$ cat src/common/flow_pkg.sv
// constants and types for the program flow sequencer
package flow_pkg;
    localparam int unsigned ADDR_W      = 12;
    localparam int unsigned COND_W      = 32;
    localparam int unsigned IF_DEPTH_W  = 8;
    localparam int unsigned STACK_DEPTH = 8;
    localparam int unsigned SP_W        = 4;
    localparam logic [IF_DEPTH_W-1:0] IF_DEPTH_MAX = 8'hff;
    localparam logic [SP_W-1:0]       SP_EMPTY     = 4'h0;
    localparam logic [SP_W-1:0]       SP_FULL      = 4'h8;
    localparam logic [ADDR_W-1:0]     FIRST_LINE   = 12'h000;
    localparam logic [IF_DEPTH_W-1:0] SKIP_NONE    = 8'h00;
    localparam logic [IF_DEPTH_W-1:0] SKIP_OUTER   = 8'h01;

    typedef enum logic [3:0] {
        OP_NOP,
        OP_IF,
        OP_ELSE,
        OP_ENDIF,
        OP_JUMP,
        OP_CALL,
        OP_END,
        OP_POP_ONE,
        OP_CLEAR_ALL,
        OP_EVENT
    } op_t;

    typedef enum logic [1:0] {
        ST_BOOT,
        ST_RUN,
        ST_SKIP_ELSE,
        ST_SKIP_ENDIF
    } state_t;
endpackage : flow_pkg

$ cat src/verilog/program_flow_sequencer.sv
// control-flow sequencer: conditionals, call stack and auto-start
// What this block does
// - true if condition: execute the commands right after the if
// - false if: discard commands until matching else or end-if
// - with else: false runs after else, true runs only if-to-else part
// - conditional blocks nest up to 255 levels
// - a condition is satisfied when its value is nonzero
// - a jump or call with no condition is always taken
// - subroutine entered by a call naming a target with optional condition
// - subroutine calls nest up to 8 deep
// - after a subroutine, resume at the line after the call unless stack altered
// - calls, interrupts and monitoring routine entries push the stack by 1
// - an end inside a subroutine pops the stack and returns
// - pop-one removes one level, execution continues at the next line
// - clear-all returns the stack to empty, dropping all returns
// - at reset, start the stored program at the auto-start label
// - program lines are numbered from zero
`timescale 1ns/1ps
module program_flow_sequencer
    import flow_pkg::*;
(
    input  wire logic              clk_i,
    input  wire logic              rst_b_i,
    input  wire logic              cmd_valid_i,
    input  wire op_t               cmd_op_i,
    input  wire logic              cmd_has_cond_i,
    input  wire logic [COND_W-1:0] cmd_cond_i,
    input  wire logic [ADDR_W-1:0] cmd_target_i,
    input  wire logic              auto_present_i,
    input  wire logic [ADDR_W-1:0] auto_line_i,
    output logic                   pc_load_o,
    output logic [ADDR_W-1:0]      pc_o,
    output logic                   running_o,
    output logic                   skipping_o,
    output logic [IF_DEPTH_W-1:0]  if_depth_o,
    output logic [SP_W-1:0]        stack_depth_o,
    output logic                   fault_o
);
    state_t                  state_reg, state_next;
    logic [ADDR_W-1:0]       pc_reg, pc_next;
    logic                    load_reg, load_next;
    logic                    run_reg, run_next;
    logic [IF_DEPTH_W-1:0]   ifd_reg, ifd_next;
    logic [IF_DEPTH_W-1:0]   skd_reg, skd_next;
    logic [SP_W-1:0]         sp_reg, sp_next;
    logic                    fault_reg, fault_next;
    logic [ADDR_W-1:0]       stk_reg [STACK_DEPTH];
    logic [ADDR_W-1:0]       stk_next [STACK_DEPTH];
    logic                    skip_reg, skip_next;

    function automatic logic cond_true(input logic has_cond,
                                       input logic [COND_W-1:0] value);
        cond_true = !has_cond || (value != '0);
    endfunction : cond_true

    function automatic logic [ADDR_W-1:0] inc_line(input logic [ADDR_W-1:0] l);
        inc_line = ADDR_W'(l + 1'b1);
    endfunction : inc_line

    logic          exec;
    logic          taken;
    assign exec  = cmd_valid_i && (state_reg == ST_RUN);
    assign taken = cond_true(cmd_has_cond_i, cmd_cond_i);

    always_comb
    begin
        state_next = state_reg;
        pc_next    = pc_reg;
        load_next  = 1'b0;
        run_next   = run_reg;
        ifd_next   = ifd_reg;
        skd_next   = skd_reg;
        sp_next    = sp_reg;
        fault_next = fault_reg;
        stk_next   = stk_reg;
        case (state_reg)
            ST_BOOT:
            begin
                // boot strap sampled after reset release, not under it
                pc_next    = auto_present_i ? auto_line_i
                                            : FIRST_LINE;
                load_next  = auto_present_i;
                run_next   = auto_present_i;
                state_next = ST_RUN;
            end
            ST_RUN:
            begin
                if (cmd_valid_i)
                begin
                    pc_next = inc_line(pc_reg);
                    case (cmd_op_i)
                        OP_IF:
                        begin
                            if (ifd_reg == IF_DEPTH_MAX)
                                fault_next = 1'b1;
                            else
                                ifd_next = ifd_reg + 1'b1;
                            if (!taken)
                            begin
                                skd_next   = SKIP_OUTER;
                                state_next = ST_SKIP_ELSE;
                            end
                        end
                        OP_ELSE:
                        begin
                            // true branch done: skip the else part
                            skd_next   = SKIP_OUTER;
                            state_next = ST_SKIP_ENDIF;
                        end
                        OP_ENDIF:
                            if (ifd_reg != SKIP_NONE)
                                ifd_next = ifd_reg - 1'b1;
                        OP_JUMP:
                            if (taken)
                            begin
                                pc_next   = cmd_target_i;
                                load_next = 1'b1;
                            end
                        OP_CALL, OP_EVENT:
                            if (taken || cmd_op_i == OP_EVENT)
                            begin
                                if (sp_reg == SP_FULL)
                                    fault_next = 1'b1;
                                else
                                begin
                                    stk_next[sp_reg[2:0]] = inc_line(pc_reg);
                                    sp_next   = sp_reg + 1'b1;
                                    pc_next   = cmd_target_i;
                                    load_next = 1'b1;
                                end
                            end
                        OP_END:
                            if (sp_reg != SP_EMPTY)
                            begin
                                sp_next   = sp_reg - 1'b1;
                                pc_next   = stk_reg[3'(sp_reg - 1'b1)];
                                load_next = 1'b1;
                            end
                            else
                                run_next = 1'b0;
                        OP_POP_ONE:
                            if (sp_reg != SP_EMPTY)
                                sp_next = sp_reg - 1'b1;
                        OP_CLEAR_ALL:
                            sp_next = SP_EMPTY;
                        default: ;
                    endcase
                end
            end
            ST_SKIP_ELSE, ST_SKIP_ENDIF:
            begin
                if (cmd_valid_i)
                begin
                    pc_next = inc_line(pc_reg);
                    case (cmd_op_i)
                        OP_IF:
                            skd_next = skd_reg + 1'b1;
                        OP_ELSE:
                            if (skd_reg == SKIP_OUTER &&
                                state_reg == ST_SKIP_ELSE)
                            begin
                                skd_next   = SKIP_NONE;
                                state_next = ST_RUN;
                            end
                        OP_ENDIF:
                            if (skd_reg == SKIP_OUTER)
                            begin
                                skd_next   = SKIP_NONE;
                                ifd_next   = ifd_reg - 1'b1;
                                state_next = ST_RUN;
                            end
                            else
                                skd_next = skd_reg - 1'b1;
                        default: ;
                    endcase
                end
            end
            default: state_next = ST_BOOT;
        endcase
        // registered so the skip flag leaves straight from a flip-flop
        skip_next = (state_next == ST_SKIP_ELSE) ||
                    (state_next == ST_SKIP_ENDIF);
    end

    always_ff @(posedge clk_i or negedge rst_b_i)
    begin
        if (!rst_b_i)
        begin
            state_reg <= ST_BOOT;
            pc_reg    <= FIRST_LINE;
            load_reg  <= 1'b0;
            run_reg   <= 1'b0;
            ifd_reg   <= SKIP_NONE;
            skd_reg   <= SKIP_NONE;
            sp_reg    <= SP_EMPTY;
            fault_reg <= 1'b0;
            skip_reg  <= 1'b0;
            for (int i = 0; i < STACK_DEPTH; i++)
                stk_reg[i] <= FIRST_LINE;
        end
        else
        begin
            state_reg <= state_next;
            pc_reg    <= pc_next;
            load_reg  <= load_next;
            run_reg   <= run_next;
            ifd_reg   <= ifd_next;
            skd_reg   <= skd_next;
            sp_reg    <= sp_next;
            fault_reg <= fault_next;
            skip_reg  <= skip_next;
            stk_reg   <= stk_next;
        end
    end

    assign pc_load_o     = load_reg;
    assign pc_o          = pc_reg;
    assign running_o     = run_reg;
    assign skipping_o    = skip_reg;
    assign if_depth_o    = ifd_reg;
    assign stack_depth_o = sp_reg;
    assign fault_o       = fault_reg;
endmodule : program_flow_sequencer

$ cat config.mk
export PLATFORM = sky130hd
export DESIGN_NAME = program_flow_sequencer
export DESIGN_NICKNAME = d
export VERILOG_FILES = /design/src/common/flow_pkg.sv /design/src/verilog/program_flow_sequencer.sv
export SDC_FILE = /design/constraint.sdc
export NUM_CORES = 1
export LEC_CHECK = 0
export BUFFER_PORTS_ARGS = -buffer_cell sky130_fd_sc_hd__buf_2
export CAP_MARGIN = 10
export CORE_MARGIN = 2
export CORE_UTILIZATION = 30
export DETAILED_ROUTE_END_ITERATION = 16
export GPL_TIMING_DRIVEN = 0
export PLACE_DENSITY = 0.48
export SLEW_MARGIN = 40
export SYNTH_ARGS = -nofsm -noshare
export SYNTH_HDL_FRONTEND = slang
export SYNTH_SLANG_ARGS = --single-unit
$ cat constraint.sdc
create_clock -name clk_i -period 4 [get_ports clk_i]
set_input_delay 0 -clock clk_i [delete_from_list [all_inputs] [get_ports clk_i]]
set_output_delay 0 -clock clk_i [all_outputs]
set_load 0.02 [all_outputs]
* Word-level counts from Yosys, hierarchy flattened
Index checks and enable logic that the tools add are counted.
** Storage, ports and cells
- Output and inout port bits :: 28
- Bits in registers :: 134
- Logic and storage cells :: 147
- Bits in writable memories :: 0
- Input port bits :: 65
- Latch bits :: 0
- Memories :: 0
- Memory bits (read-only) :: 0
** Operators by class
- Add/subtract/negate cells :: 7
- Multipliers :: 0
- Shifts and indexed selects :: 0
- Reduce and logical (&&, ||, !) cells :: 24
- Divide/modulo/power cells :: 0
- Bitwise operators :: 3
- Eq/ne operators :: 35
- Multiplexer cells :: 58
- $lt $le $gt $ge :: 3
** Operators by type and width (number)
- 2-to-1 mux 12 bit :: 10
- bitwise mux 96 bit :: 1
- 2-to-1 mux 8 bit :: 11
- one-hot mux 12 bit (3 select lines) :: 2
- one-hot mux 8 bit (2 select lines) :: 4
- binary-select mux 12 bit (select 3 bit) :: 1
- demux 12 bit (select 3 bit) :: 1
- nonzero test 32 bit :: 1
- one-hot mux 8 bit (3 select lines) :: 1
- != test 2 bit, second input constant :: 9
- adder 8 x 1 -> 8 bit, second input constant :: 2
- == test 4 x 3 -> 1 bit, second input constant :: 4
- subtractor 8 x 1 -> 8 bit, second input constant :: 2
- adder 12 x 1 -> 12 bit, second input constant :: 1
- == test 4 bit, second input constant :: 3
- 2-to-1 mux 4 bit :: 3
- != test 3 bit, second input constant :: 4
- one-hot mux 4 bit (3 select lines) :: 1
- AND reduction 6 bit :: 2
- 2-to-1 mux 1 bit :: 11
- 2-to-1 mux 2 bit :: 5
- == test 2 bit, second input constant :: 4
- == test 4 x 2 -> 1 bit, second input constant :: 2
- == test 8 x 1 -> 1 bit, second input constant :: 1
- 30 further kinds :: 44

* Longest topological paths before layout
- Depth after elaboration :: 9
- Gate-level depth with buffers :: 11
- Gate-level depth less buffers :: 8

* Worst setup path after synthesis
OpenSTA, ideal clock, no wires.
- Path kind :: reg2reg
- Start :: register sp_reg[0] (netlist: stack_depth_o[0])
- End :: register pc_reg[5] (netlist: pc_o[5])
- Buffers on the path :: 3
- Library setup time :: 0.126 ns
- Period minus slack after synthesis :: 2.913 ns
- Required time :: 3.874 ns
- Path slack :: 1.087 ns
- Cell stages (with the launch flop) :: 10
- Arrival :: 2.787 ns
- Cell sequence :: dfrtp_1 buf_2 inv_1 ha_1 clkbuf_1 clkbuf_1 mux4_2 a22oi_1 o211ai_1 o32a_1
** Between the ends
- Word-level cells in the longest chain between the ends :: 9
- Elaborated cells on any way between the ends :: 13
- Classes of those cells :: 1 x add/sub; 1 x eq/ne; 9 x mux; 1 x bitwise; 1 x reduce/logical
** RTL lines
- start, declared :: RTL line program_flow_sequencer.sv:45 : logic [SP_W-1:0] sp_reg, sp_next;
- start signal, assigned :: RTL line program_flow_sequencer.sv:209 : sp_reg <= sp_next;
- subtractor 4 x 1 -> 4 bit
- NOT 3 -> 4 bit (implied by the code) :: RTL line program_flow_sequencer.sv:136 : pc_next = stk_reg[3'(sp_reg - 1'b1)];
- binary-select mux 12 bit (select 3 bit) :: RTL line program_flow_sequencer.sv:136
- 2-to-1 mux 12 bit (implied by the code) (2 in a row) :: RTL line program_flow_sequencer.sv:136
- 2-to-1 mux 12 bit :: RTL line program_flow_sequencer.sv:133 : if (sp_reg != SP_EMPTY)
- one-hot mux 12 bit (3 select lines) * :: RTL line program_flow_sequencer.sv:91 : case (cmd_op_i)
- 2-to-1 mux 12 bit * :: RTL line program_flow_sequencer.sv:88 : if (cmd_valid_i)
- one-hot mux 12 bit (3 select lines) * :: RTL line program_flow_sequencer.sv:76 : case (state_reg)
- end signal, assigned :: RTL line program_flow_sequencer.sv:204 : pc_reg <= pc_next;
- end, declared :: RTL line program_flow_sequencer.sv:40 : logic [ADDR_W-1:0] pc_reg, pc_next;
Every way passes the cells marked *; elsewhere a longest branch is shown, timed or not. The select of a mux whose other input is x is not followed.
A chain may end at the register's enable or synchronous reset.

* Final worst setup path
- Start :: register sp_reg[0] (netlist: stack_depth_o[0])
- End :: register pc_reg[6] (netlist: pc_o[6])
The elaborated chain is that of the path after synthesis.

==> out/results.txt <==
Run status: finished, final reports clean
Clock latency of the later-clocked register in the worst-skew pair: 0.43 ns
Count of yosys warnings during synthesis: 0
DRC violations left: 0
Total design power: 6.353 mW
All-layer global routing usage: 0.1950
Startpoint kind of the worst setup timing path: register
Nets: 944
Aggregate global routing overflow: 0
Combinational share of power: 0.400
Minimum period implied by the final worst setup slack: 3.718 ns
Initial cell density of the core: 0.3054
Maximum fanout count along the critical path: 10
Clock Power Share: 0.264
Count of max-cap constraint violations: 0
Critical path class: reg2reg
Total count of hold-check failures in the final report: 0
First-pass GRT wire length: 36720 um
Most used flip-flop cell after synthesis: sky130_fd_sc_hd__dfrtp_1
Slew Limit Fails: 0
Area enclosed by the die boundary: 0.02507 mm2
Via density per instance: 5.225
Unrepaired setup endpoints after global routing: false
Slew @ Worst Pin: 0.8569 ns
Share of flip-flops with an asynchronous set or reset: 1.000
Flip-flop count of the largest register, all copies and words added: 96
Leading cell types in the layout, fill and taps excluded: 133 x sky130_fd_sc_hd__dfrtp_1, 112 x sky130_fd_sc_hd__nand2_1, 97 x sky130_fd_sc_hd__buf_2
Number of DRC markers in iteration 0: 434
Portion of the clock cycle consumed by the worst path in the final layout: 0.9294
Net Switching: 2.638 mW
VDD IR-drop max: 299.9 uV
Final HPWL from detailed placement: 17270 um
Number of buffers inserted during clock tree synthesis: 17
Setup clock skew after layout: 0.01633 ns
Clock tree buffer depth: 2
Routability congestion estimate: 0.8462
Peak clock frequency supported by timing: 0.2690 GHz
Average cell area after synthesis: 9.737 um2
Antenna fix cells: 0
Filler Cells Inserted: 2387
Maximum number of pins on one net before global-route repair: 58
Area of the core region: 0.02340 mm2
Area added between synthesis and finish: 25.91%
Final core utilization: 0.3845
Req. time, crit path: 4.32 ns
Kind of capture point of the worst setup path: register
H-Tree Depth: 4
Clock tree root driver cell: sky130_fd_sc_hd__clkbuf_16
Headroom to the max-slew limit: 0.4268
Classification of the worst-slack hold path: in2reg
Cell Pwr Density: 706.0 mW/mm2
Routed wire per std cell: 19.62 um
Placed Cells: 1146
Post-DRT Antenna Nets: 0
Final routed wirelength across all metal layers: 23560 um
Net switching share of the total power: 0.4153
Die Wd: 158.3 um
Cell Count, Final, Fillers Out: 1201
Antenna violations before repair: 0
Floorplan die height: 158.3 um
Number of failing setup endpoints in the final timing report: 0
Worst EP arrival: 4.03 ns
Post-synth EDFFs: 0
Rows: 56
Lkg Pwr: 3.918 nW
Layout cell share with drive strength beyond 1: 0.2188
Worst hold margin: 0.01036 ns
Net count after synthesis: 809
Most common cell after layout, fill and taps aside: sky130_fd_sc_hd__dfrtp_1
Count of buffers from port buffering: 91
Distinct cell type count of the synthesized netlist: 69
Total I/O pin count: 93
Cell internal power dissipation: 3.715 mW
Routed vias: 6275
Number of global-route vias before repair: 6341
Number of register bits inferred by synthesis: 133
Cell Area, Synth: 0.007147 mm2
Number of search-and-repair iterations in the first detailed-routing pass: 5
Clock tree from TritonCTS: done
Number of sinks on the clock net: 133
Post-Syn Instances: 734
Sequential share of the synthesized area: 0.4657
Clock slew seen by the registers of the worst setup and hold paths: 0.07 ns
Fraction of power consumed by sequential logic: 0.336
==> layer usage <==
| metal | track usage | part of all wire | up-vias |
|---|---|---|---|
| met5 | 0 | 0 | - |
| met2 | 0.3267 | 0.48 | 145 |
| li1 | - | - | 2973 |
| met1 | 0.2564 | 0.46 | 3127 |
| met4 | 0.06006 | 0.019 | 0 |
| met3 | 0.03620 | 0.037 | 30 |
==> kinds of logic (layout without fill, tap and decap cells) <==
logic type               Yosys count  count (layout)  synth area share
AND/OR/NAND/NOR                  266             266            0.1840
AO/OA/AOI/OAI                    211             211            0.1786
flip-flops                       133             133            0.4657
buffers and inverters             57             205           0.03379
multiplexers                      38              38           0.09716
XOR/XNOR                          19              19           0.02328
adder cells (fa/ha/maj)           10              10           0.01751
==> Yosys cell counts, types with 4 or more instances <==
cell	instances	area share
sky130_fd_sc_hd__a22oi_1	6	0.0063
sky130_fd_sc_hd__buf_2	7	0.0049
sky130_fd_sc_hd__nor4_1	9	0.0079
sky130_fd_sc_hd__or3_1	4	0.0035
sky130_fd_sc_hd__o21a_1	5	0.0053
sky130_fd_sc_hd__o21ai_0	91	0.064
sky130_fd_sc_hd__o2111ai_1	4	0.0049
sky130_fd_sc_hd__nand4_1	17	0.015
sky130_fd_sc_hd__and2_1	4	0.0035
sky130_fd_sc_hd__mux2_2	11	0.017
sky130_fd_sc_hd__dfrtp_1	133	0.47
sky130_fd_sc_hd__mux4_2	24	0.076
sky130_fd_sc_hd__and3_1	7	0.0061
sky130_fd_sc_hd__xnor2_1	7	0.0086
sky130_fd_sc_hd__xor2_1	12	0.015
sky130_fd_sc_hd__a211oi_1	4	0.0042
sky130_fd_sc_hd__nand2_1	112	0.059
sky130_fd_sc_hd__nand3b_1	4	0.0042
sky130_fd_sc_hd__nor2_1	45	0.024
sky130_fd_sc_hd__nand3_1	20	0.014
sky130_fd_sc_hd__a31oi_1	8	0.0070
sky130_fd_sc_hd__ha_1	10	0.018
sky130_fd_sc_hd__nor2b_1	6	0.0053
sky130_fd_sc_hd__a21oi_1	53	0.037
sky130_fd_sc_hd__inv_1	11	0.0058
sky130_fd_sc_hd__clkbuf_1	34	0.018
sky130_fd_sc_hd__o22ai_1	4	0.0035
sky130_fd_sc_hd__nor3_1	13	0.0091
==> critical path, stage by stage (launching register included) <==
cell	delay, ns
sky130_fd_sc_hd__dfrtp_1	0.51
sky130_fd_sc_hd__buf_2	0.41
sky130_fd_sc_hd__inv_1	0.19
sky130_fd_sc_hd__ha_1	0.34
sky130_fd_sc_hd__clkbuf_1	0.51
sky130_fd_sc_hd__clkbuf_2	0.47
sky130_fd_sc_hd__mux4_2	0.39
sky130_fd_sc_hd__a22oi_1	0.27
sky130_fd_sc_hd__o211ai_1	0.16
sky130_fd_sc_hd__o32a_1	0.35
==> cell type report <==
class / instances / area [um2] / area share
clock buffers: 17 / 425.4 / 0.04727
well taps: 319 / 399.1 / 0.04435
inverters: 12 / 45.04 / 0.005006
clock inverters: 15 / 203.9 / 0.02266
multi-input cells: 544 / 3646 / 0.4052
plain buffers: 45 / 200.2 / 0.02225
flip-flops and latches: 133 / 3328 / 0.3699
repair buffers: 116 / 750.7 / 0.08343
==> timing repair <==
action / in CTS / in global routing
buffers inserted: 0 / 0
hold buffers: 23 / 0
gates resized for setup: 1 / 0
endpoints found under the setup margin: 2 / 0
endpoints found under the hold margin: 147 / 0
==> power groups by stage <==
stage	sequential, mW	combinational [mW]	clock [mW]
global route	2.20	2.79	1.78
finish	2.13	2.54	1.68
global placement	2.14	2.47	0
floorplan	2.18	1.55	0
CTS	2.12	2.52	1.72
detailed placement	2.15	2.49	0
==> stage by stage <==
stage / cell area [um2] / setup WS [ns] / setup TNS (ns)
after floorplan: 7147 / 1.087 / 0
after global placement: 8001 / -0.1184 / -0.1887
after detailed placement: 8083 / -0.08798 / -0.1506
after CTS: 8944 / 0.1948 / 0
after global routing: 8999 / 0.04350 / 0
final: 8999 / 0.2824 / 0
==> path summary, 6_finish.rpt <==
| check | startpoint | to | slack [ns] | depth (start not counted) |
|---|---|---|---|---|
| setup / recovery | stack_depth_o[0]$_DFFE_PN0P_ | pc_o[6]$_DFFE_PN0P_ | 0.28 | 9 |
| hold / removal | auto_line_i[6] | pc_o[6]$_DFFE_PN0P_ | 0.01 | 4 |
| setup reg to reg | stack_depth_o[0]$_DFFE_PN0P_ | pc_o[6]$_DFFE_PN0P_ | 0.28 | 9 |
| hold reg to reg | fault_o$_DFFE_PN0P_ | fault_o$_DFFE_PN0P_ | 0.47 | 1 |
| max in group asynchronous | rst_b_i | skd_reg[2]$_DFFE_PN0P_ | 2.63 | 4 |
| min in group asynchronous | rst_b_i | pc_o[4]$_DFFE_PN0P_ | 0.54 | 3 |
(Power assumes the default switching activity.)
